File: src/logic/utc_map.vh
// Constants for the transceiver control block
`ifndef UTC_MAP_VH
`define UTC_MAP_VH
// Interface mode encodings {single_ended_select, bidirectional_select}
`define UTC_MODE_DIFF_6W   2'h0
`define UTC_MODE_DIFF_4W   2'h1
`define UTC_MODE_SE_6W     2'h2
`define UTC_MODE_SE_3W     2'h3
// Mode field positions
`define UTC_MODE_SE_BIT    1
`define UTC_MODE_BIDIRECTIONAL_SELECT_BIT 0
// Reset value of mode bits outside boot
`define UTC_MODE_RESET     2'h0
// Supply select encodings
`define UTC_SUP_APP        2'h0
`define UTC_SUP_BOOST      2'h1
`define UTC_SUP_VBUS       2'h2
// Session request pulse, in microseconds, within 5 to 10 ms
`define UTC_SRP_US         7500
`define UTC_CLK_MHZ        100
// VBUS pulse timer step, in microseconds
`define UTC_VP_STEP_US     1000
// Boot strap sampling delay after reset release
`define UTC_STRAP_WAIT     4'h3
// Line states on {plus, minus}
`define UTC_LINE_SE0       2'h0
`endif

File: src/logic/utc_ctrl.v
// Transceiver control logic: modes, steering, pull-ups and timers
// Overview of operation
// - Legacy host raises interrupt, no auto enable
// - Transceiver may be enabled in boot mode
// - Two select bits choose four interface modes
// - Boot mode takes default mode from straps
// - Transmit enable low drives, high receives
// - SE0 forcing, SE0 report, suspend D+ only
// - Speed pull-up on D+ or D-
// - Suspend lowers power, Schmitt receivers, supplies on
// - Independent pull-downs on D+ and D-
// - Timer holds D+ pull-up 5 to 10 ms
// - VBUS pulsing with current limit and timer
// - Auto-connect pull-up when SE0 seen
// - Supply defaults to application, reselectable
// - Report valid VBUS and session request
`timescale 1ns/1ns
`include "utc_map.vh"
module utc_ctrl #(
	parameter SRP_US     = `UTC_SRP_US,
	parameter CLK_MHZ    = `UTC_CLK_MHZ,
	parameter VP_STEP_US = `UTC_VP_STEP_US,
	parameter FIFO_DEPTH = 8,
	parameter FIFO_AW    = 3
) (
	// Clock and reset
	input  wire       ref_clk,
	input  wire       nrst,
	// Serial control bits
	input  wire       ctl_transceiver_on,
	input  wire       ctl_supply_on,
	input  wire [1:0] ctl_supply_sel,
	input  wire       ctl_mode_write,
	input  wire [1:0] ctl_mode_data,
	input  wire       ctl_pullup_full,
	input  wire       ctl_pullup_low,
	input  wire       ctl_suspend,
	input  wire       ctl_pulldown_plus,
	input  wire       ctl_pulldown_minus,
	input  wire       ctl_srp_start,
	input  wire       ctl_auto_connect,
	input  wire       ctl_vbus_pulse_start,
	input  wire [3:0] ctl_vbus_pulse_len,
	input  wire       ctl_vbus_low_limit,
	input  wire       ctl_legacy_ack,
	// Pins and analog status
	input  wire       transceiver_enable_pin,
	input  wire       mode_strap_0,
	input  wire       mode_strap_0_open,
	input  wire       mode_strap_1,
	input  wire       legacy_host_seen,
	input  wire       vbus_valid_cmp,
	input  wire       session_req_cmp,
	// Processor-side pins
	input  wire       transmit_enable_n,
	input  wire       data_or_plus_pin_in,
	output reg        data_or_plus_pin_out,
	output reg        data_or_plus_pin_oe,
	input  wire       se0_or_minus_pin_in,
	output reg        se0_or_minus_pin_out,
	output reg        se0_or_minus_pin_oe,
	output reg        rx_plus_out,
	output reg        rx_minus_out,
	output reg        rx_differential_out,
	// Cable side
	input  wire       cable_plus_pin_in,
	input  wire       cable_minus_pin_in,
	output reg        cable_plus_pin_out,
	output reg        cable_minus_pin_out,
	output reg        cable_drive_en,
	// Analog controls
	output reg        pullup_plus_en,
	output reg        pullup_minus_en,
	output reg        pulldown_plus_en,
	output reg        pulldown_minus_en,
	output reg        low_power_en,
	output reg        schmitt_sel,
	output reg        transceiver_active,
	output reg        supply_regulator_on,
	output reg  [1:0] supply_source,
	output reg        vbus_detect_on,
	output reg        vbus_pulse_on,
	output reg        vbus_low_limit,
	// Status and event
	output reg        legacy_host_irq,
	output reg        vbus_valid,
	output reg        session_req,
	output reg  [1:0] interface_mode,
	output reg        boot_mode
);
	// Cycle counts derived from times
	localparam SRP_CYC  = SRP_US * CLK_MHZ;
	localparam STEP_CYC = VP_STEP_US * CLK_MHZ;

	wire [9:0] pin_sync;
	wire       s_ten_pin;
	wire       s_strap0;
	wire       s_strap0_open;
	wire       s_strap1;
	wire       s_legacy;
	wire       s_cab_p;
	wire       s_cab_m;
	wire       s_txen_n;
	wire       s_dp;
	wire       s_se;
	wire [1:0] rx_sync;
	wire       s_vbus;
	wire       s_srq;
	reg  [3:0] strap_wait;
	reg  [1:0] next_mode;
	reg        legacy_prev;
	reg [23:0] srp_cnt;
	reg        srp_active;
	reg [19:0] step_cnt;
	reg  [3:0] vp_cnt;
	reg        auto_latched;
	reg        fifo_in_valid;
	wire       fifo_in_ready;
	wire       fifo_out_valid;
	wire [2:0] fifo_out_data;
	reg  [2:0] rx_word;
	wire       se_mode;
	wire       bidirectional_select_mode;
	wire       line_se0;

	// Pin levels from outside cross two flops
	utc_sync #(.WIDTH(10)) u_pins (
		.ref_clk  (ref_clk),
		.nrst     (nrst),
		.async_in ({data_or_plus_pin_in, se0_or_minus_pin_in, transceiver_enable_pin,
			mode_strap_0, mode_strap_0_open, mode_strap_1, legacy_host_seen,
			cable_plus_pin_in, cable_minus_pin_in, transmit_enable_n}),
		.sync_out (pin_sync)
	);
	assign s_ten_pin     = pin_sync[7];
	assign s_strap0      = pin_sync[6];
	assign s_strap0_open = pin_sync[5];
	assign s_strap1      = pin_sync[4];
	assign s_legacy      = pin_sync[3];
	assign s_cab_p       = pin_sync[2];
	assign s_cab_m       = pin_sync[1];
	assign s_txen_n      = pin_sync[0];
	assign s_dp          = pin_sync[9];
	assign s_se          = pin_sync[8];

	// Comparator outputs cross two flops
	utc_sync #(.WIDTH(2)) u_cmp (
		.ref_clk  (ref_clk),
		.nrst     (nrst),
		.async_in ({vbus_valid_cmp, session_req_cmp}),
		.sync_out (rx_sync)
	);
	assign s_vbus = rx_sync[1];
	assign s_srq  = rx_sync[0];

	assign se_mode    = interface_mode[`UTC_MODE_SE_BIT];
	assign bidirectional_select_mode = interface_mode[`UTC_MODE_BIDIRECTIONAL_SELECT_BIT];
	assign line_se0   = ({s_cab_p, s_cab_m} == `UTC_LINE_SE0);

	// Strap decode to mode bits
	function [1:0] strap_mode;
		input s0;
		input s0_open;
		input s1;
		begin
			if (s1)
				strap_mode = `UTC_MODE_DIFF_6W;
			else if (s0_open)
				strap_mode = `UTC_MODE_SE_3W;
			else if (s0)
				strap_mode = `UTC_MODE_DIFF_4W;
			else
				strap_mode = `UTC_MODE_SE_6W;
		end
	endfunction

	// Next mode: straps at boot, serial write otherwise
	always @* begin
		next_mode = interface_mode;
		if (boot_mode && strap_wait == `UTC_STRAP_WAIT)
			next_mode = strap_mode(s_strap0, s_strap0_open, s_strap1);
		else if (ctl_mode_write && !boot_mode)
			next_mode = ctl_mode_data;
	end

	// Boot detect and mode register
	always @(posedge ref_clk) begin
		if (!nrst) begin
			strap_wait     <= 4'h0;
			boot_mode      <= 1'b0;
			interface_mode <= `UTC_MODE_RESET;
		end else begin
			if (strap_wait != `UTC_STRAP_WAIT + 4'h1)
				strap_wait <= strap_wait + 4'h1;
			if (strap_wait == `UTC_STRAP_WAIT - 4'h1)
				boot_mode <= s_ten_pin;
			else if (strap_wait > `UTC_STRAP_WAIT && !s_ten_pin)
				boot_mode <= 1'b0;
			interface_mode <= next_mode;
		end
	end

	// Legacy host event, sticky until acknowledged, set wins
	always @(posedge ref_clk) begin
		if (!nrst) begin
			legacy_prev     <= 1'b0;
			legacy_host_irq <= 1'b0;
		end else begin
			legacy_prev <= s_legacy;
			if (s_legacy && !legacy_prev)
				legacy_host_irq <= 1'b1;
			else if (ctl_legacy_ack)
				legacy_host_irq <= 1'b0;
		end
	end

	// Enables from software or boot pin; VBUS detect always on
	always @(posedge ref_clk) begin
		if (!nrst) begin
			transceiver_active  <= 1'b0;
			supply_regulator_on <= 1'b0;
			supply_source       <= `UTC_SUP_APP;
			vbus_detect_on      <= 1'b0;
			low_power_en        <= 1'b0;
			schmitt_sel         <= 1'b0;
		end else begin
			transceiver_active  <= ctl_transceiver_on | boot_mode;
			supply_regulator_on <= ctl_supply_on | boot_mode | ctl_suspend;
			supply_source       <= (ctl_supply_sel == `UTC_SUP_VBUS) ? `UTC_SUP_VBUS :
				(ctl_supply_sel == `UTC_SUP_BOOST) ? `UTC_SUP_BOOST : `UTC_SUP_APP;
			vbus_detect_on      <= 1'b1;
			low_power_en        <= ctl_suspend;
			schmitt_sel         <= ctl_suspend;
		end
	end

	// Session request timer holds D+ pull-up
	always @(posedge ref_clk) begin
		if (!nrst) begin
			srp_cnt    <= 24'h00_0000;
			srp_active <= 1'b0;
		end else if (ctl_srp_start && !srp_active) begin
			srp_cnt    <= SRP_CYC[23:0] - 24'h00_0001;
			srp_active <= 1'b1;
		end else if (srp_active) begin
			if (srp_cnt == 24'h00_0000)
				srp_active <= 1'b0;
			else
				srp_cnt <= srp_cnt - 24'h00_0001;
		end
	end

	// VBUS pulse timer in steps
	always @(posedge ref_clk) begin
		if (!nrst) begin
			step_cnt       <= 20'h0_0000;
			vp_cnt         <= 4'h0;
			vbus_pulse_on  <= 1'b0;
			vbus_low_limit <= 1'b0;
		end else begin
			vbus_low_limit <= ctl_vbus_low_limit;
			if (ctl_vbus_pulse_start && !vbus_pulse_on && ctl_vbus_pulse_len != 4'h0) begin
				vbus_pulse_on <= 1'b1;
				vp_cnt        <= ctl_vbus_pulse_len;
				step_cnt      <= STEP_CYC[19:0] - 20'h0_0001;
			end else if (vbus_pulse_on) begin
				if (step_cnt != 20'h0_0000) begin
					step_cnt <= step_cnt - 20'h0_0001;
				end else if (vp_cnt == 4'h1) begin
					vbus_pulse_on <= 1'b0;
				end else begin
					vp_cnt   <= vp_cnt - 4'h1;
					step_cnt <= STEP_CYC[19:0] - 20'h0_0001;
				end
			end
		end
	end

	// Auto-connect latch on SE0 while enabled
	always @(posedge ref_clk) begin
		if (!nrst)
			auto_latched <= 1'b0;
		else if (!ctl_auto_connect)
			auto_latched <= 1'b0;
		else if (line_se0 && transceiver_active)
			auto_latched <= 1'b1;
	end

	// Pull resistors and comparator status
	always @(posedge ref_clk) begin
		if (!nrst) begin
			pullup_plus_en    <= 1'b0;
			pullup_minus_en   <= 1'b0;
			pulldown_plus_en  <= 1'b0;
			pulldown_minus_en <= 1'b0;
			vbus_valid        <= 1'b0;
			session_req       <= 1'b0;
		end else begin
			pullup_plus_en    <= ctl_pullup_full | srp_active | auto_latched;
			pullup_minus_en   <= ctl_pullup_low & ~ctl_pullup_full;
			pulldown_plus_en  <= ctl_pulldown_plus;
			pulldown_minus_en <= ctl_pulldown_minus;
			vbus_valid        <= s_vbus;
			session_req       <= s_srq;
		end
	end

	// Received line samples queue toward processor pins
	always @* begin
		fifo_in_valid = transceiver_active & s_txen_n;
	end

	utc_fifo #(.WIDTH(3), .DEPTH(FIFO_DEPTH), .AW(FIFO_AW)) u_rxq (
		.ref_clk   (ref_clk),
		.nrst      (nrst),
		.in_valid  (fifo_in_valid),
		.in_ready  (fifo_in_ready),
		.in_data   ({s_cab_p, s_cab_m, s_cab_p & ~s_cab_m}),
		.out_valid (fifo_out_valid),
		.out_ready (1'b1),
		.out_data  (fifo_out_data)
	);

	// Hold latest received word
	always @(posedge ref_clk) begin
		if (!nrst)
			rx_word <= 3'h0;
		else if (fifo_out_valid)
			rx_word <= fifo_out_data;
	end

	// Steering between processor pins and cable
	always @(posedge ref_clk) begin
		if (!nrst) begin
			cable_plus_pin_out   <= 1'b0;
			cable_minus_pin_out  <= 1'b0;
			cable_drive_en       <= 1'b0;
			data_or_plus_pin_out <= 1'b0;
			data_or_plus_pin_oe  <= 1'b0;
			se0_or_minus_pin_out <= 1'b0;
			se0_or_minus_pin_oe  <= 1'b0;
			rx_plus_out          <= 1'b0;
			rx_minus_out         <= 1'b0;
			rx_differential_out  <= 1'b0;
		end else begin
			cable_drive_en      <= transceiver_active & ~s_txen_n;
			data_or_plus_pin_oe <= transceiver_active & s_txen_n & bidirectional_select_mode;
			se0_or_minus_pin_oe <= transceiver_active & s_txen_n & bidirectional_select_mode;
			rx_differential_out <= rx_word[0];
			rx_plus_out         <= bidirectional_select_mode ? 1'b0 : rx_word[2];
			rx_minus_out        <= bidirectional_select_mode ? 1'b0 : rx_word[1];
			if (se_mode) begin
				// Forced SE0 overrides data
				cable_plus_pin_out  <= s_se ? 1'b0 : s_dp;
				cable_minus_pin_out <= s_se ? 1'b0 : ~s_dp;
				data_or_plus_pin_out <= (ctl_suspend | !fifo_in_ready) ? rx_word[2] : rx_word[0];
				se0_or_minus_pin_out <= (rx_word[2:1] == `UTC_LINE_SE0);
			end else begin
				cable_plus_pin_out   <= s_dp;
				cable_minus_pin_out  <= s_se;
				data_or_plus_pin_out <= rx_word[2];
				se0_or_minus_pin_out <= rx_word[1];
			end
		end
	end
endmodule // utc_ctrl

File: src/logic/utc_fifo.v
// Small synchronous FIFO with valid/ready on both sides
`timescale 1ns/1ns
module utc_fifo #(
	parameter WIDTH = 3,
	parameter DEPTH = 8,
	parameter AW    = 3
) (
	// Clock and reset
	input  wire             ref_clk,
	input  wire             nrst,
	// Fill side
	input  wire             in_valid,
	output wire             in_ready,
	input  wire [WIDTH-1:0] in_data,
	// Drain side
	output wire             out_valid,
	input  wire             out_ready,
	output reg  [WIDTH-1:0] out_data
);
	reg [WIDTH-1:0] mem [0:DEPTH-1];
	reg [AW-1:0]    wr_ptr;
	reg [AW-1:0]    rd_ptr;
	reg [AW:0]      count;
	reg             out_full;
	wire            push;
	wire            pop;
	wire            load;

	// Output register holds head word
	assign in_ready  = (count != DEPTH[AW:0]);
	assign out_valid = out_full;
	assign push      = in_valid & in_ready;
	assign load      = (count != {(AW+1){1'b0}}) & (~out_full | out_ready);
	assign pop       = out_full & out_ready;

	// Storage write
	always @(posedge ref_clk) begin
		if (push)
			mem[wr_ptr] <= in_data;
	end

	// Pointers, count and output stage
	always @(posedge ref_clk) begin
		if (!nrst) begin
			wr_ptr   <= {AW{1'b0}};
			rd_ptr   <= {AW{1'b0}};
			count    <= {(AW+1){1'b0}};
			out_full <= 1'b0;
			out_data <= {WIDTH{1'b0}};
		end else begin
			if (push)
				wr_ptr <= wr_ptr + 1'b1;
			if (load) begin
				rd_ptr   <= rd_ptr + 1'b1;
				out_data <= mem[rd_ptr];
				out_full <= 1'b1;
			end else if (pop) begin
				out_full <= 1'b0;
			end
			count <= count + {{AW{1'b0}}, push} - {{AW{1'b0}}, load};
		end
	end
endmodule // utc_fifo

File: src/logic/utc_sync.v
// Two-flop synchroniser for a bundle of pin levels
`timescale 1ns/1ns
module utc_sync #(
	parameter WIDTH = 1
) (
	// Clock and reset
	input  wire             ref_clk,
	input  wire             nrst,
	// Levels
	input  wire [WIDTH-1:0] async_in,
	output reg  [WIDTH-1:0] sync_out
);
	reg [WIDTH-1:0] meta;

	// First stage feeds only the second
	always @(posedge ref_clk) begin
		if (!nrst) begin
			meta     <= {WIDTH{1'b0}};
			sync_out <= {WIDTH{1'b0}};
		end else begin
			meta     <= async_in;
			sync_out <= meta;
		end
	end
endmodule // utc_sync

File: config.mk
export PLATFORM = sky130hd
export DESIGN_NAME = utc_ctrl
export DESIGN_NICKNAME = d
export VERILOG_FILES = /design/src/logic/utc_ctrl.v /design/src/logic/utc_fifo.v /design/src/logic/utc_sync.v
export VERILOG_INCLUDE_DIRS = /design/src /design/src/logic
export SDC_FILE = /design/constraint.sdc
export NUM_CORES = 1
export LEC_CHECK = 0
export BUFFER_PORTS_ARGS = -buffer_cell sky130_fd_sc_hd__buf_2
export CAP_MARGIN = 20
export CORE_UTILIZATION = 39
export DETAILED_ROUTE_END_ITERATION = 8
export PLACE_DENSITY = 0.57
export SYNTH_ARGS = -nofsm -noshare
export SYNTH_HDL_FRONTEND = slang
export SYNTH_HIERARCHICAL = 1
export SYNTH_SLANG_ARGS = --single-unit
File: constraint.sdc
create_clock -name ref_clk -period 3.34 [get_ports ref_clk]
set_clock_uncertainty 0.2 [all_clocks]
set_input_delay 0.167 -clock ref_clk [delete_from_list [all_inputs] [get_ports ref_clk]]
set_output_delay 0.167 -clock ref_clk [all_outputs]
set_load 0.02 [all_outputs]
==> results by group, run 1 <==
Status
  • Run status: complete, no violations

CTS
  • Worst-path clk slew: around 70 ps
  • Clock root buffer: clkbuf_16
  • CTS Hold Bufs: 35
  • TritonCTS clock tree: yes
  • Worst-Skew Late Latency: between 400 and 500 ps
  • Sink Count: about 150
  • Post-CTS Resized: 0
  • Clock Tree Buf Depth: 2
  • Cts bufs inserted: 17
  • Post-CTS setup buffers: 0
  • H-tree Lvls: 4

Worst setup path
  • CP cell instances: inv_1 -> ha_1 -> or3b_1 -> nand2_2 -> ha_1 -> inv_1 -> ha_1 -> inv_1 -> fa_1 -> xor2_1 -> nor2_1
  • Data required time of the critical path: approximately 3500 ps
  • Slowest library cell on the worst path: or3b_1
  • Setup CP Type: reg2reg
  • Worst setup SP type: flip-flop
  • Worst R2R Start: u_rxq/count[2]
  • CP arrival: approximately 2600 ps
  • Max FO, Critical Path: 5
  • Crit path launch: u_rxq/count[2]
  • Delay of the slowest cell on the worst path: 450 ps
  • Setup crit end kind: flip-flop

Timing
  • Final hold vios: 0
  • Setup violators final: 0
  • Fin crit period: about 2500 ps
  • TNS Setup: 0 ps
  • Max frequency: ~400 MHz
  • Relative slew slack: 0.561
  • Tcrit/Tclk final: 0.755
  • Final worst setup slack: about 820 ps
  • Max-slew violations: 0
  • Worst-margin pin slew: 652 ps
  • RSZ-0062 raised after global routing: no

Die
  • Die W: approximately 130 microns
  • Initial core utilization: 0.405
  • Top Ports: 64
  • FP Rows: 45
  • DIE AREA: about 16000 sq um
  • CORE AREA: about 15000 sq um
  • Die Y: around 130 microns

Detailed routing
  • DRC Markers: 0
  • Initial DRC count: between 200 and 300
  • Number of routed nets with antenna violations: 0
  • Vias/cell: around 5.0
  • Drt wl/cell: 14.0 microns
  • First drt pass iteration count: 5
  • Vias after detailed routing: roughly 4700
  • WL final: between 10000 and 15000 microns

Placement
  • Hpwl dp: 9080 microns
  • Worst slack, placed: between 800 and 900 ps
  • Area after DPL: around 6700 sq um
  • PortBufs: 63
  • Placed insts: slightly below 900
  • RD Place Congestion: between 0.8 and 0.9

Final layout
  • Finished layout cell area: 7760 sq um
  • Nets@finish: between 700 and 800
  • Commonest non-fill, non-tap cell in the layout: dfxtp_1
  • Area added between synthesis and finish: 24.6%
  • Area occupied by multi-input gates: 2820 sq um
  • FF/Latch Area: 3180 sq um
  • # fillers: approximately 1400
  • Post-Layout Cell Count: 939
  • Commonest non-fill, non-tap cells in the layout: 123 x dfxtp_1, 67 x nor2_1, 63 x buf_2
  • Share of layout cells above drive strength 1: 0.183
  • Number of diodes: 0

Synthesis
  • Ys flop type: dfxtp_1
  • Syn avg cell area: between 10 and 15 sq um
  • Register area share after synthesis: 0.511
  • Synth warn: 6
  • EDFF count, synth: 24
  • Post-synthesis cell type count: 67
  • Post-Syn Instances: just over 600
  • Asr flop ratio synth: 0
  • Number of synthesized register bits: around 150
  • Synthesized Nets: about 670
  • Synthesized cell area: a little over 6000 sq um

Worst hold path
  • Hold WC Path Type: in2reg
  • HP Start: nrst

Power
  • Power density over the cells: 650 nW/um^2
  • Peak VDD IR: 0.413 mV
  • Leak: between 3 and 4 nW

GRT
  • Number of global-route vias before repair: 4622
  • GR Overflow Total: 0
  • Total track usage: 0.172
  • Maximum number of pins on one net before global-route repair: between 40 and 50
  • Antenna violations before repair: 0
  • First-pass GRT wire length: between 20000 and 25000 microns

Job
  • Max-cap violations: 0
[logic make-up after synthesis]
| logic type | synth area share |
|---|---|
| buf+inv | 0.0364 |
| mux | 0.0496 |
| fa+ha+maj | 0.0374 |
| xor+xnor | 0.0324 |
| simple gates | 0.217 |
| compound gates | 0.116 |
| other cells | 0.000602 |
| flops | 0.511 |
[path summary, 6_finish.rpt]
check | end | slack (ps) | cells after the start
hold reg to reg | u_cmp/sync_out[0] | 230 | 1
hold / removal | vbus_detect_on | 20 | 2
setup reg to reg | u_rxq/count[2] | 820 | 11
setup / recovery | u_rxq/count[2] | 820 | 11
[stage by stage]
step                      hold slack (ps)  utilization  power, mW
after floorplan                     -5.28            -       2.78
after global placement                135        0.438       2.97
after detailed placement              144        0.438       3.00
after CTS                            2.75        0.503       5.10
after global routing                 20.9        0.505       5.31
final                                19.9        0.505       5.04
[routing by layer]
metal / GRT usage / share of wire
met1: 0.202 / 0.46
met2: 0.296 / 0.50
met3: 0.0482 / 0.035
met4: 0.0671 / 0.0086
met5: 0 / 0
[critical path, delay by kind of cell (launching register included)]
kind / cells / cell delay [ps]
AND/OR/NAND/NOR: 3 / 650
adder cells (fa/ha/maj): 4 / 910
buffers and inverters: 3 / 210
flip-flops: 1 / 300
XOR/XNOR: 1 / 140
[registers in the layout (all words and copies together) (netlist names), 4 cells and up]
register / cells
srp_cnt: 24
u_rxq/mem: 24
step_cnt: 20
u_pins/meta: 10
u_pins/sync_out: 10
strap_wait: 4
u_rxq/count: 4
vp_cnt: 4
[report_power, final]
group          internal [mW]  switching, mW  leakage, nW
Sequential              1.95          0.164         1.23
Clock                   1.20          0.845        0.320
Combinational          0.427          0.456         1.53
Total                   3.58           1.47         3.08
[cells in the mapped netlist, drive strengths merged (2+ instances only)]
master	count	area share
dfxtp	123	0.40
xnor2	14	0.020
o211ai	4	0.0048
or3	12	0.013
nand4	7	0.0070
a211oi	7	0.0084
and3	2	0.0020
mux2i	14	0.023
or2	5	0.0054
nor2b	4	0.0040
clkbuf	14	0.0088
inv	26	0.016
nor3	17	0.014
o22ai	2	0.0020
buf	8	0.011
o31ai	9	0.012
edfxtp	24	0.12
and2	35	0.037
o31a	2	0.0028
or4	16	0.020
a21boi	3	0.0042
nor2	67	0.040
nand2	23	0.014
nand3	8	0.0064
xor2	9	0.013
or3b	4	0.0056
ha	17	0.034
o41ai	4	0.0056
nand3b	4	0.0048
a21oi	33	0.027
nor3b	5	0.0060
a21o	8	0.0096
nor4	15	0.017
a31oi	9	0.0090
mux4	6	0.025
nand2b	12	0.012
o21ai	24	0.019
[layout make-up]
cell class	instances	share of cell area
flip-flops and latches	147	0.410
clock buffers	18	0.0581
multi-input cells	416	0.363
inverters	27	0.0131
repair buffers	106	0.0961
well taps	211	0.0340
clock inverters	14	0.0255
Power figures use the tool's default switching activity.
==> run 2, diff against run 1 <==
--- a/config.mk
+++ b/config.mk
@@ -10,7 +10,7 @@
 export CAP_MARGIN = 20
 export CORE_UTILIZATION = 39
 export DETAILED_ROUTE_END_ITERATION = 8
-export PLACE_DENSITY = 0.57
+export PLACE_DENSITY = 0.59
 export SYNTH_ARGS = -nofsm -noshare
 export SYNTH_HDL_FRONTEND = slang
 export SYNTH_HIERARCHICAL = 1
==> constraint.sdc (replaced) <==
create_clock -name ref_clk -period 2.2 [get_ports ref_clk]
set_clock_uncertainty 0.2 [all_clocks]
set_input_delay 0.11 -clock ref_clk [delete_from_list [all_inputs] [get_ports ref_clk]]
set_output_delay 0.11 -clock ref_clk [all_outputs]
set_load 0.02 [all_outputs]
==> run 2 against run 1 <==
Against the previous run:
- the flow now finishes with violations (negative setup slack)
- total power rose by 57%
- critical path type unchanged
- register-to-register slack worse by 990 ps
- first-iteration DRC count is 15% lower
- global-route usage up 1.6 points
- worst hold slack improved by 180 ps
- clock-buffer cell count increased by 3
==> results by group, run 2 (synthesis results as in run 1) <==
Timing
  • Max-slew violations: 0 (unchanged)
  • Worst-margin pin slew: 508 ps (was 652 ps)
  • TNS Setup: -1120 ps (was 0 ps)
  • Fin crit period: 2370 ps (was 2520 ps)
  • RSZ-0062 raised after global routing: yes (was no)
  • Tcrit/Tclk final: 1.08 (was 0.755)
  • Final hold vios: 0 (unchanged)
  • Setup violators final: 17 (was 0)
  • Final worst setup slack: -169 ps (was 817 ps)
  • Max frequency: 422 MHz (was 396 MHz)
  • Relative slew slack: 0.658 (was 0.561)
  • Hold WS: 198 ps (was 19.9 ps)

Final layout
  • Utilization after layout: 0.551 (was 0.505)
  • FF/Latch Area: 3200 sq um (was 3180 sq um)
  • Area occupied by multi-input gates: 3030 sq um (was 2820 sq um)
  • Share of layout cells above drive strength 1: 0.319 (was 0.183)
  • Commonest non-fill, non-tap cells in the layout: 113 x dfxtp_1, 75 x buf_4, 66 x nor2_1 (was 123 x dfxtp_1, 67 x nor2_1, 63 x buf_2)
  • # fillers: 1321 (was 1372)
  • Area added between synthesis and finish: 36.0% (was 24.6%)
  • Post-Layout Cell Count: 1011 (was 939)
  • Number of diodes: 0 (unchanged)
  • Finished layout cell area: 8470 sq um (was 7760 sq um)
  • Top flop regs: srp_cnt (24), u_rxq/mem (24), step_cnt (20) (unchanged)
  • Nets@finish: 840 (was 768)
  • Commonest non-fill, non-tap cell in the layout: dfxtp_1 (unchanged)

Die
  • Top Ports: 64 (unchanged)
  • CORE AREA: 15400 sq um (unchanged)
  • Die Y: 128 microns (unchanged)
  • DIE AREA: 16500 sq um (unchanged)
  • Initial core utilization: 0.405 (unchanged)
  • FP Rows: 45 (unchanged)
  • Die W: 128 microns (unchanged)

Worst setup path
  • Slowest library cell on the worst path: or4_4 (was or3b_1)
  • Delay-heaviest family, CP: simple AND/OR/NAND/NOR gates (was adder cells)
  • CP cell instances: buf_6 -> or4_4 -> or4_4 -> or4_4 -> a21oi_2 (was inv_1 -> ha_1 -> or3b_1 -> nand2_2 -> ha_1 -> inv_1 -> ha_1 -> inv_1 -> fa_1 -> xor2_1 -> nor2_1)
  • Max FO, Critical Path: 8 (was 5)
  • CP arrival: 2530 ps (was 2640 ps)
  • Setup crit end kind: flip-flop (unchanged)
  • CP dominant cell by count: or4_4
  • Buffers & Inverters on Critical Path: 1 (was 3)
  • Data required time of the critical path: 2360 ps (was 3450 ps)
  • Setup CP Type: reg2reg (unchanged)
  • Worst setup SP type: flip-flop (unchanged)
  • Delay of the slowest cell on the worst path: 560 ps (was 450 ps)

Placement
  • Placed insts: 932 (was 871)
  • Hpwl dp: 9980 microns (was 9080 microns)
  • Area after DPL: 7240 sq um (was 6730 sq um)
  • Worst slack, placed: -138 ps (was 817 ps)
  • PortBufs: 63 (unchanged)
  • RD Place Congestion: 0.815 (was 0.808)

Status
  • Run status: complete, but fails checks (was complete, no violations)
  • Violated checks: negative setup slack

GRT
  • Antenna violations before repair: 0 (unchanged)
  • GR Overflow Total: 0 (unchanged)
  • Maximum number of pins on one net before global-route repair: 37 (was 42)
  • First-pass GRT wire length: 23900 microns (was 21900 microns)
  • Number of global-route vias before repair: 5012 (was 4622)
  • Total track usage: 0.187 (was 0.172)

CTS
  • Clock Tree Buf Depth: 2 (unchanged)
  • TritonCTS clock tree: yes (unchanged)
  • Worst-path clk slew: 70 ps (about the same)
  • Clock root buffer: clkbuf_16 (unchanged)
  • Worst-Skew Late Latency: 430 ps (was 420 ps)
  • H-tree Lvls: 4 (unchanged)
  • Sink Count: 147 (unchanged)
  • Cts bufs inserted: 17 (unchanged)

Detailed routing
  • Vias/cell: 5.08 (was 5.00)
  • Initial DRC count: 242 (was 284)
  • Vias after detailed routing: 5137 (was 4696)
  • Drt wl/cell: 14.6 microns (was 14.0 microns)
  • Number of routed nets with antenna violations: 0 (unchanged)
  • First drt pass iteration count: 5 (unchanged)
  • WL final: 14700 microns (was 13100 microns)
  • DRC Markers: 0 (unchanged)

Worst hold path
  • Hold WC Path Type: in2reg (unchanged)

Job
  • Max-cap violations: 0 (unchanged)

Power
  • Peak VDD IR: 0.617 mV (was 0.413 mV)
  • Leak: 3.45 nW (was 3.08 nW)
  • Power density over the cells: 932 nW/um^2 (was 650 nW/um^2)
  • Overall Power: 7.89 mW (was 5.04 mW)
## run 2: worst register-to-register path, delay by kind of cell (launching register included)
kind / cells / cell delay, ps
flip-flops: 1 / 330
AND/OR/NAND/NOR: 3 / 1510
AO/OA/AOI/OAI: 1 / 150
buffers and inverters: 1 / 110
## run 2: layout make-up
class,count,share of cell area
Sequential cell,147,0.377
Multi-Input combinational cell,416,0.358
Timing Repair Buffer,178,0.152
Clock buffer,21,0.0581
Tap cell,211,0.0312
Inverter,27,0.0123
Clock inverter,11,0.0115
## run 2: what timing repair did
| action | CTS | global route |
|---|---|---|
| setup buffers | 6 | 4 |
| endpoints found under the hold margin | 51 | 0 |
| hold buffers | 36 | 0 |
| resized for setup | 19 | 35 |
| pin swaps | 13 | 17 |
| gates cloned | 0 | 1 |
| setup endpoints to repair | 21 | 35 |
## run 2: where the power goes
group	leakage (nW)	total [mW]	internal [mW]	switching (mW)
combinational	1.92	1.86	0.980	0.878
clock	0.291	2.84	1.64	1.20
sequential	1.24	3.20	2.97	0.230
total	3.45	7.89	5.59	2.31
## run 2: final timing paths
kind	start	end	slack (ps)	cells after the start
worst min-delay path	ctl_supply_sel[0]	supply_source[1]	200	3
worst min register to register	u_pins/meta[1]	u_pins/sync_out[1]	230	1
worst max register to register	step_cnt[1]	step_cnt[19]	-170	5
worst max-delay path	step_cnt[1]	step_cnt[19]	-170	5
## run 2: metal layers
metal	share of wire	global-route usage
met4	0.016	0.0699
met2	0.49	0.315
met5	0	0
met1	0.45	0.226
met3	0.041	0.0561
==> run 3, diff against run 2 <==
--- a/config.mk
+++ b/config.mk
@@ -11,7 +11,7 @@
 export CORE_UTILIZATION = 39
 export DETAILED_ROUTE_END_ITERATION = 8
 export PLACE_DENSITY = 0.59
+export REMOVE_ABC_BUFFERS = 1
 export SYNTH_ARGS = -nofsm -noshare
 export SYNTH_HDL_FRONTEND = slang
-export SYNTH_HIERARCHICAL = 1
 export SYNTH_SLANG_ARGS = --single-unit
==> run 3 against run 2 <==
Against the previous run:
- via count grew 1.8%
- worst hold slack lost 75 ps
- the flow still finishes with violations (negative setup slack)
- largest cell class unchanged
- first-iteration DRC count shrank 2.5%
- utilization grew 1.4 points
- clock-buffer cell count shrank 2
- critical path depth grew 1
- setup slack lost 100 ps
- combinational power shrank 4%
- routed wire length shrank 1.8%
- register-to-register slack lost 100 ps
- fmax shrank 4.2%
- die area shrank 2.7%
==> results by group, run 3 <==
Die
  • Die W: 127 microns (was 128 microns)
  • CORE AREA: 15200 sq um (was 15400 sq um)
  • Initial core utilization: 0.398 (was 0.405)
  • Top Ports: 64 (unchanged)
  • Die Y: 127 microns (was 128 microns)
  • DIE AREA: 16000 sq um (was 16500 sq um)
  • FP Rows: 45 (unchanged)

CTS
  • H-tree Lvls: 4 (unchanged)
  • Worst-Skew Late Latency: 420 ps (was 430 ps)
  • Sink Count: 147 (unchanged)
  • Worst-path clk slew: 60 ps (was 70 ps)
  • Cts bufs inserted: 17 (unchanged)
  • Clock root buffer: clkbuf_16 (unchanged)
  • TritonCTS clock tree: yes (unchanged)
  • Clock Tree Buf Depth: 2 (unchanged)

Timing
  • Setup violators final: 28 (was 17)
  • Final worst setup slack: -272 ps (was -169 ps)
  • Max frequency: 404 MHz (was 422 MHz)
  • Worst-margin pin slew: 506 ps (was 508 ps)
  • Max-slew violations: 0 (unchanged)
  • RSZ-0062 raised after global routing: yes (unchanged)
  • Relative slew slack: 0.660 (was 0.658)
  • Fin crit period: 2470 ps (was 2370 ps)
  • Tcrit/Tclk final: 1.12 (was 1.08)
  • Final hold vios: 0 (unchanged)
  • Hold WS: 123 ps (was 198 ps)

GRT
  • Maximum number of pins on one net before global-route repair: 34 (was 37)
  • Total track usage: 0.186 (was 0.187)
  • Antenna violations before repair: 0 (unchanged)
  • GR Overflow Total: 0 (unchanged)
  • First-pass GRT wire length: 23800 microns (was 23900 microns)
  • Number of global-route vias before repair: 5152 (was 5012)

Synthesis
  • EDFF count, synth: 24 (unchanged)
  • Asr flop ratio synth: 0 (unchanged)
  • Syn avg cell area: 9.99 sq um (was 10.2 sq um)
  • Top cell types by occurrence after synthesis: 123 x dfxtp_1, 60 x nor2_1, 37 x and2_1 (was 123 x dfxtp_1, 67 x nor2_1, 33 x a21oi_1)
  • Synth warn: 0 (was 6)
  • Synthesized cell area: 6050 sq um (was 6230 sq um)
  • Post-Syn Instances: 606 (was 612)
  • Number of synthesized register bits: 147 (unchanged)
  • Post-synthesis cell type count: 55 (was 67)
  • Top-area cell type share of the netlist area: 0.407 (was 0.395)
  • Ys flop type: dfxtp_1 (unchanged)
  • Top cells by area in the synthesized netlist: dfxtp_1 41%, edfxtp_1 12%, and2_1 3.8%, nor2_1 3.7%, ha_1 3.5% (was dfxtp_1 40%, edfxtp_1 12%, nor2_1 4.0%, ha_1 3.4%, a21oi_1 2.7%)
  • Register area share after synthesis: 0.526 (was 0.511)
  • Top-count cell post-synth: dfxtp_1 (unchanged)
  • Post-synth top area cell: dfxtp_1 (unchanged)

Worst setup path
  • Setup crit end kind: flip-flop (unchanged)
  • Data required time of the critical path: 2300 ps (was 2360 ps)
  • CP arrival: 2570 ps (was 2530 ps)
  • Worst setup SP type: flip-flop (unchanged)
  • Max FO, Critical Path: 6 (was 8)
  • Setup CP Type: reg2reg (unchanged)

Final layout
  • Post-Layout Cell Count: 999 (was 1011)
  • Commonest non-fill, non-tap cell in the layout: dfxtp_1 (unchanged)
  • Commonest non-fill, non-tap cells in the layout: 120 x dfxtp_1, 82 x buf_4, 64 x buf_2 (was 113 x dfxtp_1, 75 x buf_4, 66 x nor2_1)
  • Top flop regs: srp_cnt (24), u_rxq.mem (24), step_cnt (20) (was srp_cnt (24), u_rxq/mem (24), step_cnt (20))
  • Area added between synthesis and finish: 41.8% (was 36.0%)
  • Share of layout cells above drive strength 1: 0.313 (was 0.319)
  • Nets@finish: 852 (was 840)
  • Number of diodes: 0 (unchanged)
  • # fillers: 1253 (was 1321)

Power
  • Power density over the cells: 939 nW/um^2 (was 932 nW/um^2)
  • Leak: 3.48 nW (was 3.45 nW)
  • Peak VDD IR: 0.577 mV (was 0.617 mV)
  • Overall Power: 8.06 mW (was 7.89 mW)

Detailed routing
  • First drt pass iteration count: 5 (unchanged)
  • Drt wl/cell: 14.5 microns (was 14.6 microns)
  • Number of routed nets with antenna violations: 0 (unchanged)
  • Initial DRC count: 236 (was 242)
  • Vias/cell: 5.24 (was 5.08)
  • DRC Markers: 0 (unchanged)
  • Vias after detailed routing: 5230 (was 5137)
  • WL final: 14500 microns (was 14700 microns)

Placement
  • Worst slack, placed: -401 ps (was -138 ps)
  • PortBufs: 63 (unchanged)
  • Hpwl dp: 9330 microns (was 9980 microns)
  • Placed insts: 905 (was 932)
  • RD Place Congestion: 0.796 (was 0.815)

Job
  • Max-cap violations: 0 (unchanged)

Worst hold path
  • Hold WC Path Type: in2reg (unchanged)

Status
  • Violated checks: negative setup slack (unchanged)
  • Run status: complete, but fails checks (unchanged)
[run 3: cell types whose count changed in the layout (fill, tap and decap cells not counted), sizes merged, moves of 4 or more]
| cell | change |
|---|---|
| xnor2 | -6 |
| o211ai | +5 |
| a21o | -6 |
| inv | -4 |
| bufinv | +5 |
| nor3 | +6 |
| or4 | +5 |
| buf | +16 |
| nor2 | -7 |
| nand2 | +12 |
| o31ai | +7 |
| nand2b | -8 |
| nor4 | -6 |
[run 3: final timing paths]
kind,depth (start not counted),endpoint,startpoint,slack [ps]
worst min register to register,1,u_pins.sync_out[2],u_pins.meta[2],230
worst max register to register,6,srp_cnt[23],srp_cnt[5],-270
worst max-delay path,6,srp_cnt[23],srp_cnt[5],-270
worst min-delay path,6,step_cnt[4],ctl_vbus_pulse_start,120
[run 3: cell type report]
| class | instances | area, sq um | area share |
|---|---|---|---|
| clock inverter | 12 | 204 | 0.0238 |
| tap | 188 | 235 | 0.0274 |
| clock buffer | 19 | 433 | 0.0504 |
| sequential | 147 | 3190 | 0.371 |
| inverter | 28 | 111 | 0.0130 |
| multi-input combinational | 408 | 2940 | 0.343 |
| timing repair buffer | 197 | 1470 | 0.171 |
[run 3: repair_timing]
| action | in CTS | in global routing |
|---|---|---|
| endpoints found under the hold margin | 40 | 0 |
| cloned | 2 | 1 |
| endpoints found under the setup margin | 44 | 47 |
| pin swaps | 21 | 23 |
| hold buffers | 39 | 0 |
| setup buffers | 12 | 11 |
| resized for setup | 32 | 48 |
[run 3: routing by layer]
metal	share of wire	vias to the layer above	global-route usage	routed length, microns
met4	0.017	0	0.0836	251
met1	0.44	2491	0.222	6350
met3	0.035	25	0.0396	511
met2	0.51	128	0.323	7350
li1	-	2586	-	-
met5	0	-	0	0
[run 3: cell families (layout without fill, tap and decap cells)]
logic type,Yosys count,after routing,share of synthesized area
AOI/OAI and AO/OA,115,116,0.121
xor gates and xnor gates,14,14,0.0203
adders and majority gates,18,18,0.0384
buffers and inverters,52,256,0.0360
DFF,147,147,0.526
muxes,19,19,0.0438
and+or+nand+nor,241,241,0.215
[run 3: stage by stage]
step	utilization	TNS [ps]	area, sq um
finish	0.565	-3770	8590
global route	0.565	-5550	8590
CTS	0.547	-3230	8320
detailed placement	0.463	-5000	7030
global placement	0.463	-4520	7030
floorplan	-	-10330	5940
[run 3: where the power goes]
group / leakage (nW) / total [mW] / internal, mW / switching [mW]
Sequential: 1.24 / 3.15 / 2.96 / 0.187
Clock: 0.309 / 3.13 / 2.02 / 1.12
Combinational: 1.93 / 1.78 / 0.909 / 0.873
Total: 3.48 / 8.06 / 5.89 / 2.17
[run 3: worst max-delay path, stage by stage (launching register included)]
cell and delay [ps]:
dfxtp_1 310, or4_4 530, or3_4 360, a2111o_1 380, buf_4 180, o31ai_1 290, a21oi_2 100
